--- src/fault_limit_regs.vh ---
// Command codes, field positions and timing figures of the fault supervisor
`ifndef FAULT_LIMIT_REGS_VH
`define FAULT_LIMIT_REGS_VH
`define CMD_OC_PEAK_LIMIT 8'h4a
`define CMD_UC_LIMIT 8'h4b
`define CMD_OT_THRESHOLD 8'h4f
`define CMD_OT_ACTION 8'h50
`define CMD_OC_ACTION 8'h51
`define ACT_HI 7
`define ACT_LO 6
`define RETRY_HI 5
`define RETRY_LO 3
`define DELAY_HI 2
`define DELAY_LO 0
`define ACT_IGNORE 2'h0
`define ACT_RUN_DELAY 2'h1
`define ACT_DISABLE_RETRY 2'h2
`define ACT_UNTIL_CLEAR 2'h3
`define RETRY_FOREVER 3'h7
`define LIMIT_RESET 16'h0000
`define ACTION_RESET 8'h00
// Unit times in microseconds and the clock rate in kHz
`define CLK_KHZ 10000
`define OC_RUN_UNIT_US 10000
`define OC_RETRY_UNIT_US 8200
`define OT_RUN_UNIT_US 80000
`define OT_RETRY_UNIT_US 32000
`define US_TO_CYC(us) ((us) * `CLK_KHZ / 1000)
`endif

--- src/fault_limit_response_control.v ---
// Fault limit registers and response control of a point-of-load regulator
`timescale 1ns/1ps
`default_nettype none
`include "fault_limit_regs.vh"
module fault_limit_response_control #(
	parameter OC_RUN_CYC = `US_TO_CYC(`OC_RUN_UNIT_US),
	parameter OC_RETRY_CYC = `US_TO_CYC(`OC_RETRY_UNIT_US),
	parameter OT_RUN_CYC = `US_TO_CYC(`OT_RUN_UNIT_US),
	parameter OT_RETRY_CYC = `US_TO_CYC(`OT_RETRY_UNIT_US)
) (
	// Clock and reset
	input wire clk_i,
	input wire arst_n_i,
	// Command port from the PMBus interface logic
	input wire cmd_wr_i,
	input wire cmd_rd_i,
	input wire [7:0] cmd_code_i,
	input wire [15:0] cmd_wdata_i,
	output reg [15:0] cmd_rdata_o,
	output reg cmd_ack_o,
	// Comparator outputs from the analog sense path
	input wire oc_fault_i,
	input wire uc_fault_i,
	input wire ot_fault_i,
	// Host control
	input wire clear_faults_i,
	input wire out_enable_i,
	// Results
	output reg alert_out_n,
	output reg [2:0] fault_status_o,
	output reg out_enable_o,
	output reg [15:0] oc_limit_o,
	output reg [15:0] uc_limit_o,
	output reg [15:0] ot_limit_o
);
	reg [7:0] ot_action_r;
	reg [7:0] oc_action_r;
	reg [2:0] flt_s1_r;
	reg [2:0] flt_s2_r;
	reg [1:0] ctl_s1_r;
	reg [1:0] ctl_s2_r;
	reg [2:0] status_r;
	wire [2:0] set;
	wire [2:0] ok;
	wire clr = ctl_s2_r[0];
	wire en = ctl_s2_r[1];
	wire [7:0] act_sel [0:2];
	assign act_sel[0] = oc_action_r;
	assign act_sel[1] = oc_action_r;
	assign act_sel[2] = ot_action_r;

	// Fault and control pins come from outside the clock domain
	always @(posedge clk_i or negedge arst_n_i) begin
		if (!arst_n_i) begin
			flt_s1_r <= 3'h0;
			flt_s2_r <= 3'h0;
			ctl_s1_r <= 2'h0;
			ctl_s2_r <= 2'h0;
		end else begin
			flt_s1_r <= {ot_fault_i, uc_fault_i, oc_fault_i};
			flt_s2_r <= flt_s1_r;
			ctl_s1_r <= {out_enable_i, clear_faults_i};
			ctl_s2_r <= ctl_s1_r;
		end
	end

	// One sequencer per fault; current faults share a unit pair
	genvar g;
	generate
		for (g = 0; g < 3; g = g + 1) begin : resp
			fault_responder #(
				.RUN_UNIT_CYC(g == 2 ? OT_RUN_CYC : OC_RUN_CYC),
				.RETRY_UNIT_CYC(g == 2 ? OT_RETRY_CYC : OC_RETRY_CYC)
			) u_resp (
				.clk_i(clk_i),
				.arst_n_i(arst_n_i),
				.action_i(act_sel[g]),
				.fault_i(flt_s2_r[g]),
				.clear_i(clr),
				.out_enable_i(en),
				.fault_set_o(set[g]),
				.out_ok_o(ok[g])
			);
		end
	endgenerate

	// Register file; a new fault wins over a clear in the same cycle
	always @(posedge clk_i or negedge arst_n_i) begin
		if (!arst_n_i) begin
			oc_limit_o <= `LIMIT_RESET;
			uc_limit_o <= `LIMIT_RESET;
			ot_limit_o <= `LIMIT_RESET;
			ot_action_r <= `ACTION_RESET;
			oc_action_r <= `ACTION_RESET;
			cmd_rdata_o <= 16'h0000;
			cmd_ack_o <= 1'b0;
			status_r <= 3'h0;
			fault_status_o <= 3'h0;
			alert_out_n <= 1'b1;
			out_enable_o <= 1'b0;
		end else begin
			cmd_ack_o <= cmd_wr_i | cmd_rd_i;
			if (cmd_wr_i) begin
				case (cmd_code_i)
					`CMD_OC_PEAK_LIMIT: oc_limit_o <= cmd_wdata_i;
					`CMD_UC_LIMIT: uc_limit_o <= cmd_wdata_i;
					`CMD_OT_THRESHOLD: ot_limit_o <= cmd_wdata_i;
					`CMD_OT_ACTION: ot_action_r <= cmd_wdata_i[7:0];
					`CMD_OC_ACTION: oc_action_r <= cmd_wdata_i[7:0];
					default: ;
				endcase
			end
			if (cmd_rd_i) begin
				case (cmd_code_i)
					`CMD_OC_PEAK_LIMIT: cmd_rdata_o <= oc_limit_o;
					`CMD_UC_LIMIT: cmd_rdata_o <= uc_limit_o;
					`CMD_OT_THRESHOLD: cmd_rdata_o <= ot_limit_o;
					`CMD_OT_ACTION: cmd_rdata_o <= {8'h00, ot_action_r};
					`CMD_OC_ACTION: cmd_rdata_o <= {8'h00, oc_action_r};
					default: cmd_rdata_o <= 16'h0000;
				endcase
			end
			status_r <= (clr ? 3'h0 : status_r) | set;
			fault_status_o <= (clr ? 3'h0 : status_r) | set;
			alert_out_n <= ~|((clr ? 3'h0 : status_r) | set);
			out_enable_o <= en & (&ok);
		end
	end
endmodule
`default_nettype wire

--- src/unit_timer.v ---
// Delay timer counting a number of fixed-length time units
`timescale 1ns/1ps
`default_nettype none
module unit_timer #(
	parameter UNIT_CYC = 100000
) (
	// Clock and reset
	input wire clk_i,
	input wire arst_n_i,
	// Control
	input wire start_i,
	input wire [2:0] units_i,
	output reg done_o
);
	reg [19:0] cyc_r;
	reg [2:0] left_r;
	reg busy_r;
	always @(posedge clk_i or negedge arst_n_i) begin
		if (!arst_n_i) begin
			cyc_r <= 20'h00000;
			left_r <= 3'h0;
			busy_r <= 1'b0;
			done_o <= 1'b0;
		end else begin
			done_o <= 1'b0;
			if (start_i) begin
				// Zero units still gives a one-cycle wait
				cyc_r <= 20'h00000;
				left_r <= units_i;
				busy_r <= 1'b1;
			end else if (busy_r) begin
				if (left_r == 3'h0) begin
					busy_r <= 1'b0;
					done_o <= 1'b1;
				end else if (cyc_r == UNIT_CYC[19:0] - 20'h00001) begin
					cyc_r <= 20'h00000;
					left_r <= left_r - 3'h1;
				end else begin
					cyc_r <= cyc_r + 20'h00001;
				end
			end
		end
	end
endmodule
`default_nettype wire

--- src/fault_responder.v ---
// Response sequencer for one fault type: action, retries and delays
`timescale 1ns/1ps
`default_nettype none
`include "fault_limit_regs.vh"
module fault_responder #(
	parameter RUN_UNIT_CYC = 100000,
	parameter RETRY_UNIT_CYC = 82000
) (
	// Clock and reset
	input wire clk_i,
	input wire arst_n_i,
	// Setting and fault
	input wire [7:0] action_i,
	input wire fault_i,
	input wire clear_i,
	input wire out_enable_i,
	// Results
	output reg fault_set_o,
	output reg out_ok_o
);
	localparam S_IDLE = 3'd0;
	localparam S_RUN = 3'd1;
	localparam S_WAIT = 3'd2;
	localparam S_TRY = 3'd3;
	localparam S_LATCH = 3'd4;
	localparam S_HOLD = 3'd5;
	reg [2:0] st_r;
	reg [2:0] st_nxt;
	reg [2:0] tries_r;
	reg fault_d_r;
	reg t_start_r;
	reg r_start_r;
	wire run_done;
	wire retry_done;
	wire [1:0] act = action_i[`ACT_HI:`ACT_LO];
	wire [2:0] retry = action_i[`RETRY_HI:`RETRY_LO];
	wire [2:0] dly = action_i[`DELAY_HI:`DELAY_LO];
	wire rise = fault_i & ~fault_d_r;
	wire more = (retry == `RETRY_FOREVER) || (tries_r < retry);
	unit_timer #(.UNIT_CYC(RUN_UNIT_CYC)) run_tmr (
		.clk_i(clk_i), .arst_n_i(arst_n_i), .start_i(t_start_r),
		.units_i(dly), .done_o(run_done));
	unit_timer #(.UNIT_CYC(RETRY_UNIT_CYC)) retry_tmr (
		.clk_i(clk_i), .arst_n_i(arst_n_i), .start_i(r_start_r),
		.units_i(dly), .done_o(retry_done));
	always @* begin
		st_nxt = st_r;
		case (st_r)
			S_IDLE: begin
				if (rise) begin
					if (act == `ACT_RUN_DELAY)
						st_nxt = S_RUN;
					else if (act == `ACT_DISABLE_RETRY)
						st_nxt = more ? S_WAIT : S_LATCH;
					else if (act == `ACT_UNTIL_CLEAR)
						st_nxt = S_HOLD;
				end
			end
			S_RUN: if (run_done) st_nxt = !fault_i ? S_IDLE : (more ? S_WAIT : S_LATCH);
			S_WAIT: if (retry_done) st_nxt = S_TRY;
			S_TRY: st_nxt = !fault_i ? S_IDLE : (more ? S_WAIT : S_LATCH);
			S_LATCH: if (clear_i) st_nxt = S_IDLE;
			S_HOLD: if (!fault_i) st_nxt = S_IDLE;
			default: st_nxt = S_IDLE;
		endcase
		// Endless retry stops when the output is switched off by the host
		if (!out_enable_i && st_r != S_LATCH) st_nxt = S_IDLE;
	end
	always @(posedge clk_i or negedge arst_n_i) begin
		if (!arst_n_i) begin
			st_r <= S_IDLE;
			tries_r <= 3'h0;
			fault_d_r <= 1'b0;
			t_start_r <= 1'b0;
			r_start_r <= 1'b0;
			fault_set_o <= 1'b0;
			out_ok_o <= 1'b1;
		end else begin
			st_r <= st_nxt;
			fault_d_r <= fault_i;
			fault_set_o <= rise;
			t_start_r <= (st_nxt == S_RUN) && (st_r != S_RUN);
			r_start_r <= (st_nxt == S_WAIT) && (st_r != S_WAIT);
			if (st_nxt == S_IDLE || clear_i)
				tries_r <= 3'h0;
			else if (st_r == S_WAIT && st_nxt == S_TRY && tries_r != 3'h7)
				tries_r <= tries_r + 3'h1;
			// Action 00 never leaves idle, so the output stays up
			out_ok_o <= (st_nxt == S_IDLE) || (st_nxt == S_RUN) ||
				(st_nxt == S_TRY);
		end
	end
endmodule
`default_nettype wire

--- config.mk ---
export PLATFORM = sky130hd
export DESIGN_NAME = fault_limit_response_control
export DESIGN_NICKNAME = d
export VERILOG_FILES = /design/src/fault_limit_response_control.v /design/src/unit_timer.v /design/src/fault_responder.v
export VERILOG_INCLUDE_DIRS = /design/src
export SDC_FILE = /design/constraint.sdc
export NUM_CORES = 1
export LEC_CHECK = 0
export CAP_MARGIN = 20
export CORE_ASPECT_RATIO = 1.2
export CORE_MARGIN = 10
export CORE_UTILIZATION = 45
export DETAILED_ROUTE_END_ITERATION = 10
export DONT_BUFFER_PORTS = 1
export PLACE_DENSITY = 0.58
export SLEW_MARGIN = 20
export SYNTH_ARGS = -nofsm -noshare
export SYNTH_HDL_FRONTEND = slang
export SYNTH_SLANG_ARGS = --single-unit
--- constraint.sdc ---
create_clock -name clk_i -period 4.5 [get_ports clk_i]
set_input_delay 0.45 -clock clk_i [delete_from_list [all_inputs] [get_ports clk_i]]
set_output_delay 0.45 -clock clk_i [all_outputs]
set_load 0.05 [all_outputs]
Word level (Yosys, flattened, before mapping)
Cells that the tools add are included.
Storage, ports and cells
  register bits: 279
  input port bits: 33
Cells by class
  add/subtract/negate cells: 15
  magnitude comparators: 3
  equal/unequal tests: 61
  muxes and demuxes: 128
  bitwise logic cells: 9
  reductions and logical operators: 75
Operators by type and width (number)
  20-bit 2-to-1 mux: 24
  3-bit 2-to-1 mux: 64
  20-bit by 1-bit adder with 20-bit output (second input constant): 6
  20-bit by 17-bit == test with 1-bit output (second input constant): 4
  16-bit one-hot mux with 5 select lines: 1
  3-bit one-hot mux with 6 select lines: 3
  8-bit by 7-bit == test with 1-bit output (second input constant): 5
  3-bit by 2-bit == test with 1-bit output (second input constant): 12
  3-bit zero test: 12
  1-bit 2-to-1 mux: 36
  2-bit nonzero test: 15
  3-bit == test (second input constant): 8
  2-bit AND reduction: 11
  3-bit AND reduction: 7
  20-bit by 19-bit == test with 1-bit output (second input constant): 1
  20-bit == test (second input constant): 1
  3-bit by 1-bit == test with 1-bit output (second input constant): 6
  3-bit inequality test (second input constant): 6
  3-bit by 1-bit subtractor with 3-bit output (second input constant): 6
  1-bit logical AND: 15
  1-bit logical OR: 12
  2-bit by 1-bit inequality test with 1-bit output (second input constant): 6
  3-bit by 1-bit adder with 3-bit output (second input constant): 3
  3-bit less-than comparator: 3
  other kinds (10): 24

Longest topological paths before layout
Gate-level depths: netlist (run 1).
  depth after elaboration: 13
  depth in mapped cells: 9

Hierarchy
A second synthesis (run 1) with hierarchy kept.
Unflattened totals
  cells, all modules: 1438
  area, all modules: 14945.6 um2
Modules (own cells, without submodules)
  fault_limit_response_control: instances 1, cells each 280, area an instance 4077.7 um2
  unit_timer (resp[0].u_resp.retry_tmr ...): instances 2, cells each 161, area an instance 1460.2 um2
  unit_timer (resp[0].u_resp.run_tmr ...): instances 2, cells each 151, area an instance 1448.9 um2
  fault_responder: instances 3, cells each 67, area an instance 689.4 um2
  unit_timer (resp[2].u_resp.retry_tmr): instances 1, cells each 173, area an instance 1555.2 um2
  unit_timer (resp[2].u_resp.run_tmr): instances 1, cells each 160, area an instance 1426.4 um2

Worst setup path before layout (run 1)
No wires, ideal clock.
  kind: input port to flip-flop
  start: in cmd_code_i[5]
  end: reg uc_limit_o[10]
  arrival: 2.133 ns
  required time: 4.375 ns
  setup slack: 2.242 ns
  stages: 7
  path buffers: 1
  path through: nor2_1 > nand2_1 > or3_1 > nor3_2 > nand2_1 > clkbuf_1 > mux2_2
On the way
  cells in the longest elaborated chain, start to end: 2
Ends and longest elaborated chain
  start, declared: line fault_limit_response_control.v:17  | input wire [7:0] cmd_code_i,
  8-bit by 7-bit == test with 1-bit output: line fault_limit_response_control.v:104  | case (cmd_code_i)
  2-bit AND reduction (no source line)
  end signal, assigned: line fault_limit_response_control.v:91  | uc_limit_o <= `LIMIT_RESET;
  end signal, assigned: line fault_limit_response_control.v:106  | `CMD_UC_LIMIT: uc_limit_o <= cmd_wdata_i;
  end, declared: line fault_limit_response_control.v:33  | output reg [15:0] uc_limit_o,
Every way passes these cells.
A chain may end at the register's enable or synchronous reset.

Worst setup path after layout (run 1)
  start: reg resp[2].u_resp.retry_tmr.cyc_r[12]
  end: reg resp[2].u_resp.retry_tmr.cyc_r[7]
On the way
  cells in the longest elaborated chain, start to end: 5
Ends and longest elaborated chain
  start, declared: line unit_timer.v:15  | reg [19:0] cyc_r;
  start signal, assigned: line unit_timer.v:39  | cyc_r <= cyc_r + 20'h00001;
  20-bit by 19-bit == test with 1-bit output: line unit_timer.v:35  | end else if (cyc_r == UNIT_CYC[19:0] - 20'h00001) begin
  20-bit 2-to-1 mux: line unit_timer.v:35
  20-bit 2-to-1 mux: line unit_timer.v:32  | if (left_r == 3'h0) begin
  20-bit 2-to-1 mux: line unit_timer.v:31  | end else if (busy_r) begin
  20-bit 2-to-1 mux: line unit_timer.v:26  | if (start_i) begin
Every way passes these cells. The select of a mux whose other input is x is not followed.

==> results of run 1 <==
## cells in the mapped netlist, drive strengths merged, types with 34 or more instances
| cell | count | area share (%) |
|---|---|---|
| a21oi | 36 | 1.3 |
| and3 | 35 | 1.6 |
| clkbuf | 34 | 0.96 |
| dfrtp | 275 | 51 |
| inv | 45 | 1.3 |
| mux2 | 67 | 5.6 |
| nand2 | 129 | 3.6 |
| nand3 | 49 | 1.8 |
| nor2 | 147 | 4.1 |
| nor3 | 38 | 1.5 |
| o21ai | 80 | 3.0 |
| xor2 | 44 | 2.9 |
## where the power goes
group	total (W)	switching [W]	internal, W
clock network	0.00270	0.00102	0.00168
registers	0.00274	0.000175	0.00256
logic	0.000113	0.0000553	0.0000581
## repair_timing
action	in CTS	in global routing
resized for setup	0	0
hold endpoints to repair	301	279
endpoints found under the setup margin	0	0
## sequential cells by signal (all words and copies together), names as in the netlist, 3 cells and up
signal,count
flt_s1_r,3
resp.u_resp.retry_tmr.busy_r,3
resp.u_resp.run_tmr.cyc_r,60
resp.u_resp.retry_tmr.cyc_r,60
resp.u_resp.st_r,9
resp.u_resp.fault_d_r,3
uc_limit_o,16
flt_s2_r,3
resp.u_resp.fault_set_o,3
resp.u_resp.run_tmr.done_o,3
resp.u_resp.tries_r,9
resp.u_resp.retry_tmr.done_o,3
resp.u_resp.retry_tmr.left_r,9
resp.u_resp.run_tmr.left_r,9
resp.u_resp.t_start_r,3
resp.u_resp.r_start_r,3
status_r,3
resp.u_resp.run_tmr.busy_r,3
ot_action_r,8
oc_limit_o,16
ot_limit_o,16
cmd_rdata_o,16
oc_action_r,8
resp.u_resp.out_ok_o,3
## kinds of logic (layout without fill, tap and decap cells)
logic type	count (synthesis)	count (layout)	share of synthesized area [%]
and+or+nand+nor	550	550	20.49
AOI/OAI and AO/OA	210	210	9.786
xor gates and xnor gates	74	74	4.842
buffers and inverters	86	111	2.458
muxes	91	91	7.431
adders and majority gates	30	30	2.804
DFF	279	279	52.19
## final cells by class
class	count	area, µm²
clock inverters	19	286.5
multi-input cells	955	6071
flip-flops and latches	279	6987
fillers	2767	14620
repair buffers	8	77.57
well taps	390	488.0
clock buffers	36	813.3
inverters	48	180.2
## metrics by stage
stage                     power, W  hold WS [ns]  setup WS, ns
after floorplan           0.002851        0.1544         2.242
after CTS                 0.005633       -0.4168         1.635
after global routing      0.005756       -0.4320         1.477
after detailed placement  0.002892        0.1726         1.660
final                     0.005556       -0.4057         1.682
after global placement    0.002888        0.1712         1.720
## worst min-delay path by stage
| stage | cells after the start | end | start |
|---|---|---|---|
| final | 0 | resp[2].u_resp.run_tmr.cyc_r[15] | arst_n_i |
| after global routing | 0 | resp[2].u_resp.run_tmr.cyc_r[19] | arst_n_i |
| after CTS | 0 | resp[2].u_resp.run_tmr.cyc_r[15] | arst_n_i |
| after detailed placement | 0 | resp[2].u_resp.run_tmr.cyc_r[15] | arst_n_i |
| after global placement | 0 | resp[2].u_resp.run_tmr.cyc_r[15] | arst_n_i |
| after floorplan | 0 | cmd_ack_o | arst_n_i |
## layer usage
metal | up-vias | GRT usage [%] | wire length (µm)
li1 | 4705 | - | -
met1 | 4756 | 21.33 | 13230
met2 | 161 | 27.55 | 15140
met4 | 0 | 3.454 | 453
met5 | - | 0 | 0
met3 | 30 | 2.273 | 1404
==> metrics, run 1 <==
via count 9,652; vias in the first global route 9,761; routed len/inst 17.42 µm; worst slew pin tran 0.9965 ns; IO buf count 0; first-pass GRT wire length 51.10 mm; die area 0.03708 mm²; Crit path largest cell delay 0.77 ns; height of the chip 208.9 µm; Cell Rows 69; Slew headroom 33.00%; crit end category flop; Cell Chain, Critical Path or4b_1, or4_4, o41ai_2, nor2_1, nand2_1, o21ai_0; status finished with violations; Mapped Cells 1,320; Util after Layout 50.47%; crit-path leading delay family simple AND/OR/NAND/NOR gates; CTS hold repair buffers 7; Die W 177.5 µm; grt ovf 0; post-route clock period utilization 62.63%; Final Instance Area 0.01490 mm²; Finished Layout Cells 1,735; R2R depth 6; antenna violations before repair 0; yosys warns 0; # setup viols final 0; Post-DP Area 0.01373 mm²; Worst-path clk slew 0.06 ns; Startpoint Class flop; Seq/Total Area, Yosys 52.19%; max-cap violations 0; ys async rst share 100.0%; Setup Skew 0.01102 ns; RSZ-0062 raised after global routing no; CP Launch Point resp[2].u_resp.retry_tmr.cyc_r[12]; Final #Nets 1,385; worst-skew pair later-pin latency 0.55 ns; Post-synth top flop dfrtp_1; maximum clock insertion buffer count 3; fin crit period 2.818 ns; CP arrival 3.25 ns; EDFF count, synth 0; WHS -0.4057 ns; # Post-CTS Setup Buffers 0; Worst Path Max Fanout 12; synthesized area per cell 10.14 µm²; DRT Pass-1 Iters 6; Crit Reg-Reg Startpoint resp[2].u_resp.retry_tmr.cyc_r[12]; 1st-iter DRT viols 746; HP Class in -> async; antenna cells 0; Yosys reg bits 279; H-tree levels 1; Buf/Inv on CP 0; most frequent cells in the layout dfrtp_1 (275), nor2_1 (146), nand2_1 (129); crit path kind reg -> reg; Data required, critical path 4.93 ns; P per Cell Area 372.8 mW/mm²; Starting Density 45.34%; commonest non-fill, non-tap cell in the layout dfrtp_1; largest net degree at the start of global routing 280; CP Depth 6; CP endpoint resp[2].u_resp.retry_tmr.cyc_r[7]; Cells after DPL 1,673; vias per inst 5.563; cts bufs inserted 30; GRT Overall Usage 16.16%; root buf cell clkbuf_16; layout cells sized above 1 10.48%; slowest cell on the critical path o41ai_2; final WL 30.22 mm; Core ar. 0.02953 mm²; Leak Pwr 6.695 nW; fin. max-slew vios 0; post-route ant nets 0; gp weighted congestion 0.8165; Final HPWL DP 20.67 mm; Hold Violations, Final 279; I/O pin cnt 103; failing checks negative hold slack; Max Clk Rate 354.8 MHz; number of remaining DRC errors 0; synth unique cells 64; r2r setup slk 1.68 ns; CTS tree done; Reg2Reg Capture Point resp[2].u_resp.retry_tmr.cyc_r[7]; Area growth, synth to finish 11.33%; TritonCTS Sinks 279; setup_tns 0 ns; worst ir drop on vdd 330.0 µV; Net Count, Synth 1,383; synthesized area 0.01339 mm²
(Power assumes the default switching activity.)
==> inputs of run 2 (changes only) <==
==> constraint.sdc (replaced) <==
create_clock -name clk_i -period 2.8 [get_ports clk_i]
set_input_delay 0.28 -clock clk_i [delete_from_list [all_inputs] [get_ports clk_i]]
set_output_delay 0.28 -clock clk_i [all_outputs]
set_load 0.05 [all_outputs]
==> metrics, run 2 (same netlist as run 1, synthesis figures left out) <==
Filler cells 2,691; routed len/inst 17.03 µm; maximum clock insertion buffer count 3; post-cts repair resize count 0; Slew headroom 35.33%; Reg2Reg Capture Point resp[2].u_resp.retry_tmr.left_r[1]; most frequent cells in the layout dfrtp_1 (275), nor2_1 (146), nand2_1 (129); slowest cell on the critical path or4b_1; fin. max-slew vios 0; CP Depth 6; final WL 30.29 mm; post-route ant nets 0; Max Clk Rate 414.8 MHz; 1st-iter DRT viols 642; Die W 177.5 µm; Cell Chain, Critical Path or4b_1, or4_4, nor4_2, nor2_1, nor2_2, mux2i_1; root buf cell clkbuf_16; Hold Violations, Final 279; Startpoint Class flop; status finished with violations; Post-DP Area 0.01393 mm²; vias per inst 5.565; Worst-path clk slew 0.07 ns; crit path kind reg -> reg; Core ar. 0.02953 mm²; crit end category flop; die area 0.03708 mm²; vias in the first global route 9,845; TritonCTS Sinks 279; cts bufs inserted 30; Finished Layout Cells 1,779; worst ir drop on vdd 727.9 µV; R2R depth 6; setup_tns 0 ns; r2r setup slk 0.39 ns; WHS -0.5539 ns; grt ovf 0; Leak Pwr 6.902 nW; Final #Nets 1,428; Starting Density 45.34%; height of the chip 208.9 µm; Tot Pwr 0.009067 W; worst slew pin tran 0.9669 ns; first-pass GRT wire length 50.96 mm; Final Instance Area 0.01529 mm²; I/O pin cnt 103; # Post-CTS Setup Buffers 0; CP Launch Point resp[2].u_resp.retry_tmr.cyc_r[12]; crit-path leading delay family simple AND/OR/NAND/NOR gates; Worst Path Max Fanout 8; CTS tree done; worst-skew pair later-pin latency 0.56 ns; CTS hold repair buffers 24; number of remaining DRC errors 0; CP endpoint resp[2].u_resp.retry_tmr.left_r[1]; DRT Pass-1 Iters 6; Area growth, synth to finish 14.24%; antenna cells 0; via count 9,900; layout cells sized above 1 11.88%; gp weighted congestion 0.8184; HP Class in -> async; Final HPWL DP 20.70 mm; max-cap violations 0; Buf/Inv on CP 0; Cells after DPL 1,699; Data required, critical path 3.28 ns; Crit path largest cell delay 0.53 ns; fin crit period 2.411 ns; biggest registers after layout resp.u_resp.retry_tmr.cyc_r x60, resp.u_resp.run_tmr.cyc_r x60; failing checks negative hold slack; P per Cell Area 592.9 mW/mm²; Setup Skew 0.01777 ns; post-route clock period utilization 86.09%; Crit Reg-Reg Startpoint resp[2].u_resp.retry_tmr.cyc_r[12]; antenna violations before repair 0; largest net degree at the start of global routing 280; CP arrival 2.89 ns; # setup viols final 0; IO buf count 0; GRT Overall Usage 16.19%; Cell Rows 69; H-tree levels 1; commonest non-fill, non-tap cell in the layout dfrtp_1; RSZ-0062 raised after global routing no
[run 2: changes by cell type in the layout (fill, tap and decap cells not counted)]
cell,before,now
clkinv_2,9,5
clkbuf_1,2,5
inv_6,0,2
buf_4,1,27
dlygate4sd3_1,7,24
clkbuf_8,4,3
bufinv_16,7,8
[run 2: layer usage]
layer | routed length, µm | global-route usage, %
met1 | 13270 | 21.07
met2 | 15080 | 27.55
met3 | 1330 | 2.363
met4 | 615 | 4.174
met5 | 0 | 0
[run 2: layout make-up]
type                            count  area, µm²  area share (%)
Sequential cell                   279       6987           45.68
Timing Repair Buffer               51      442.9           2.896
Multi-Input combinational cell    955       6071           39.70
Inverter                           48      180.2           1.178
Tap cell                          390      488.0           3.191
Clock buffer                       38      810.8           5.301
Clock inverter                     18      314.1           2.054
[run 2: power by group]
part           switching (W)  internal [W]  leakage [nW]
combinational       0.000104      0.000113          2.54
clock                0.00166       0.00280         0.546
sequential          0.000279       0.00412          3.81
total                0.00204       0.00703          6.90
[run 2: worst reg2reg max path: cells and delay by family (launching register included)]
kind / cells / cell delay (ns)
and+or+nand+nor: 5 / 1.68
DFF: 1 / 0.43
muxes: 1 / 0.24
[run 2: how the worst min path moves through the flow]
stage                                               to  cells past startpoint
finish              resp[2].u_resp.retry_tmr.cyc_r[17]                      0
global route        resp[2].u_resp.retry_tmr.cyc_r[17]                      0
global placement    resp[2].u_resp.retry_tmr.cyc_r[16]                      0
floorplan                                    cmd_ack_o                      0
CTS                                      oc_limit_o[2]                      0
detailed placement  resp[2].u_resp.retry_tmr.cyc_r[16]                      0
[run 2: through the flow]
step,util [%],worst slack [ns]
4_1_cts,51.80,0.3846
5_1_grt,51.80,0.2101
3_3_place_gp,47.17,0.4211
2_1_floorplan,-,0.5552
3_5_place_dp,47.17,0.3817
6_report,51.80,0.3895
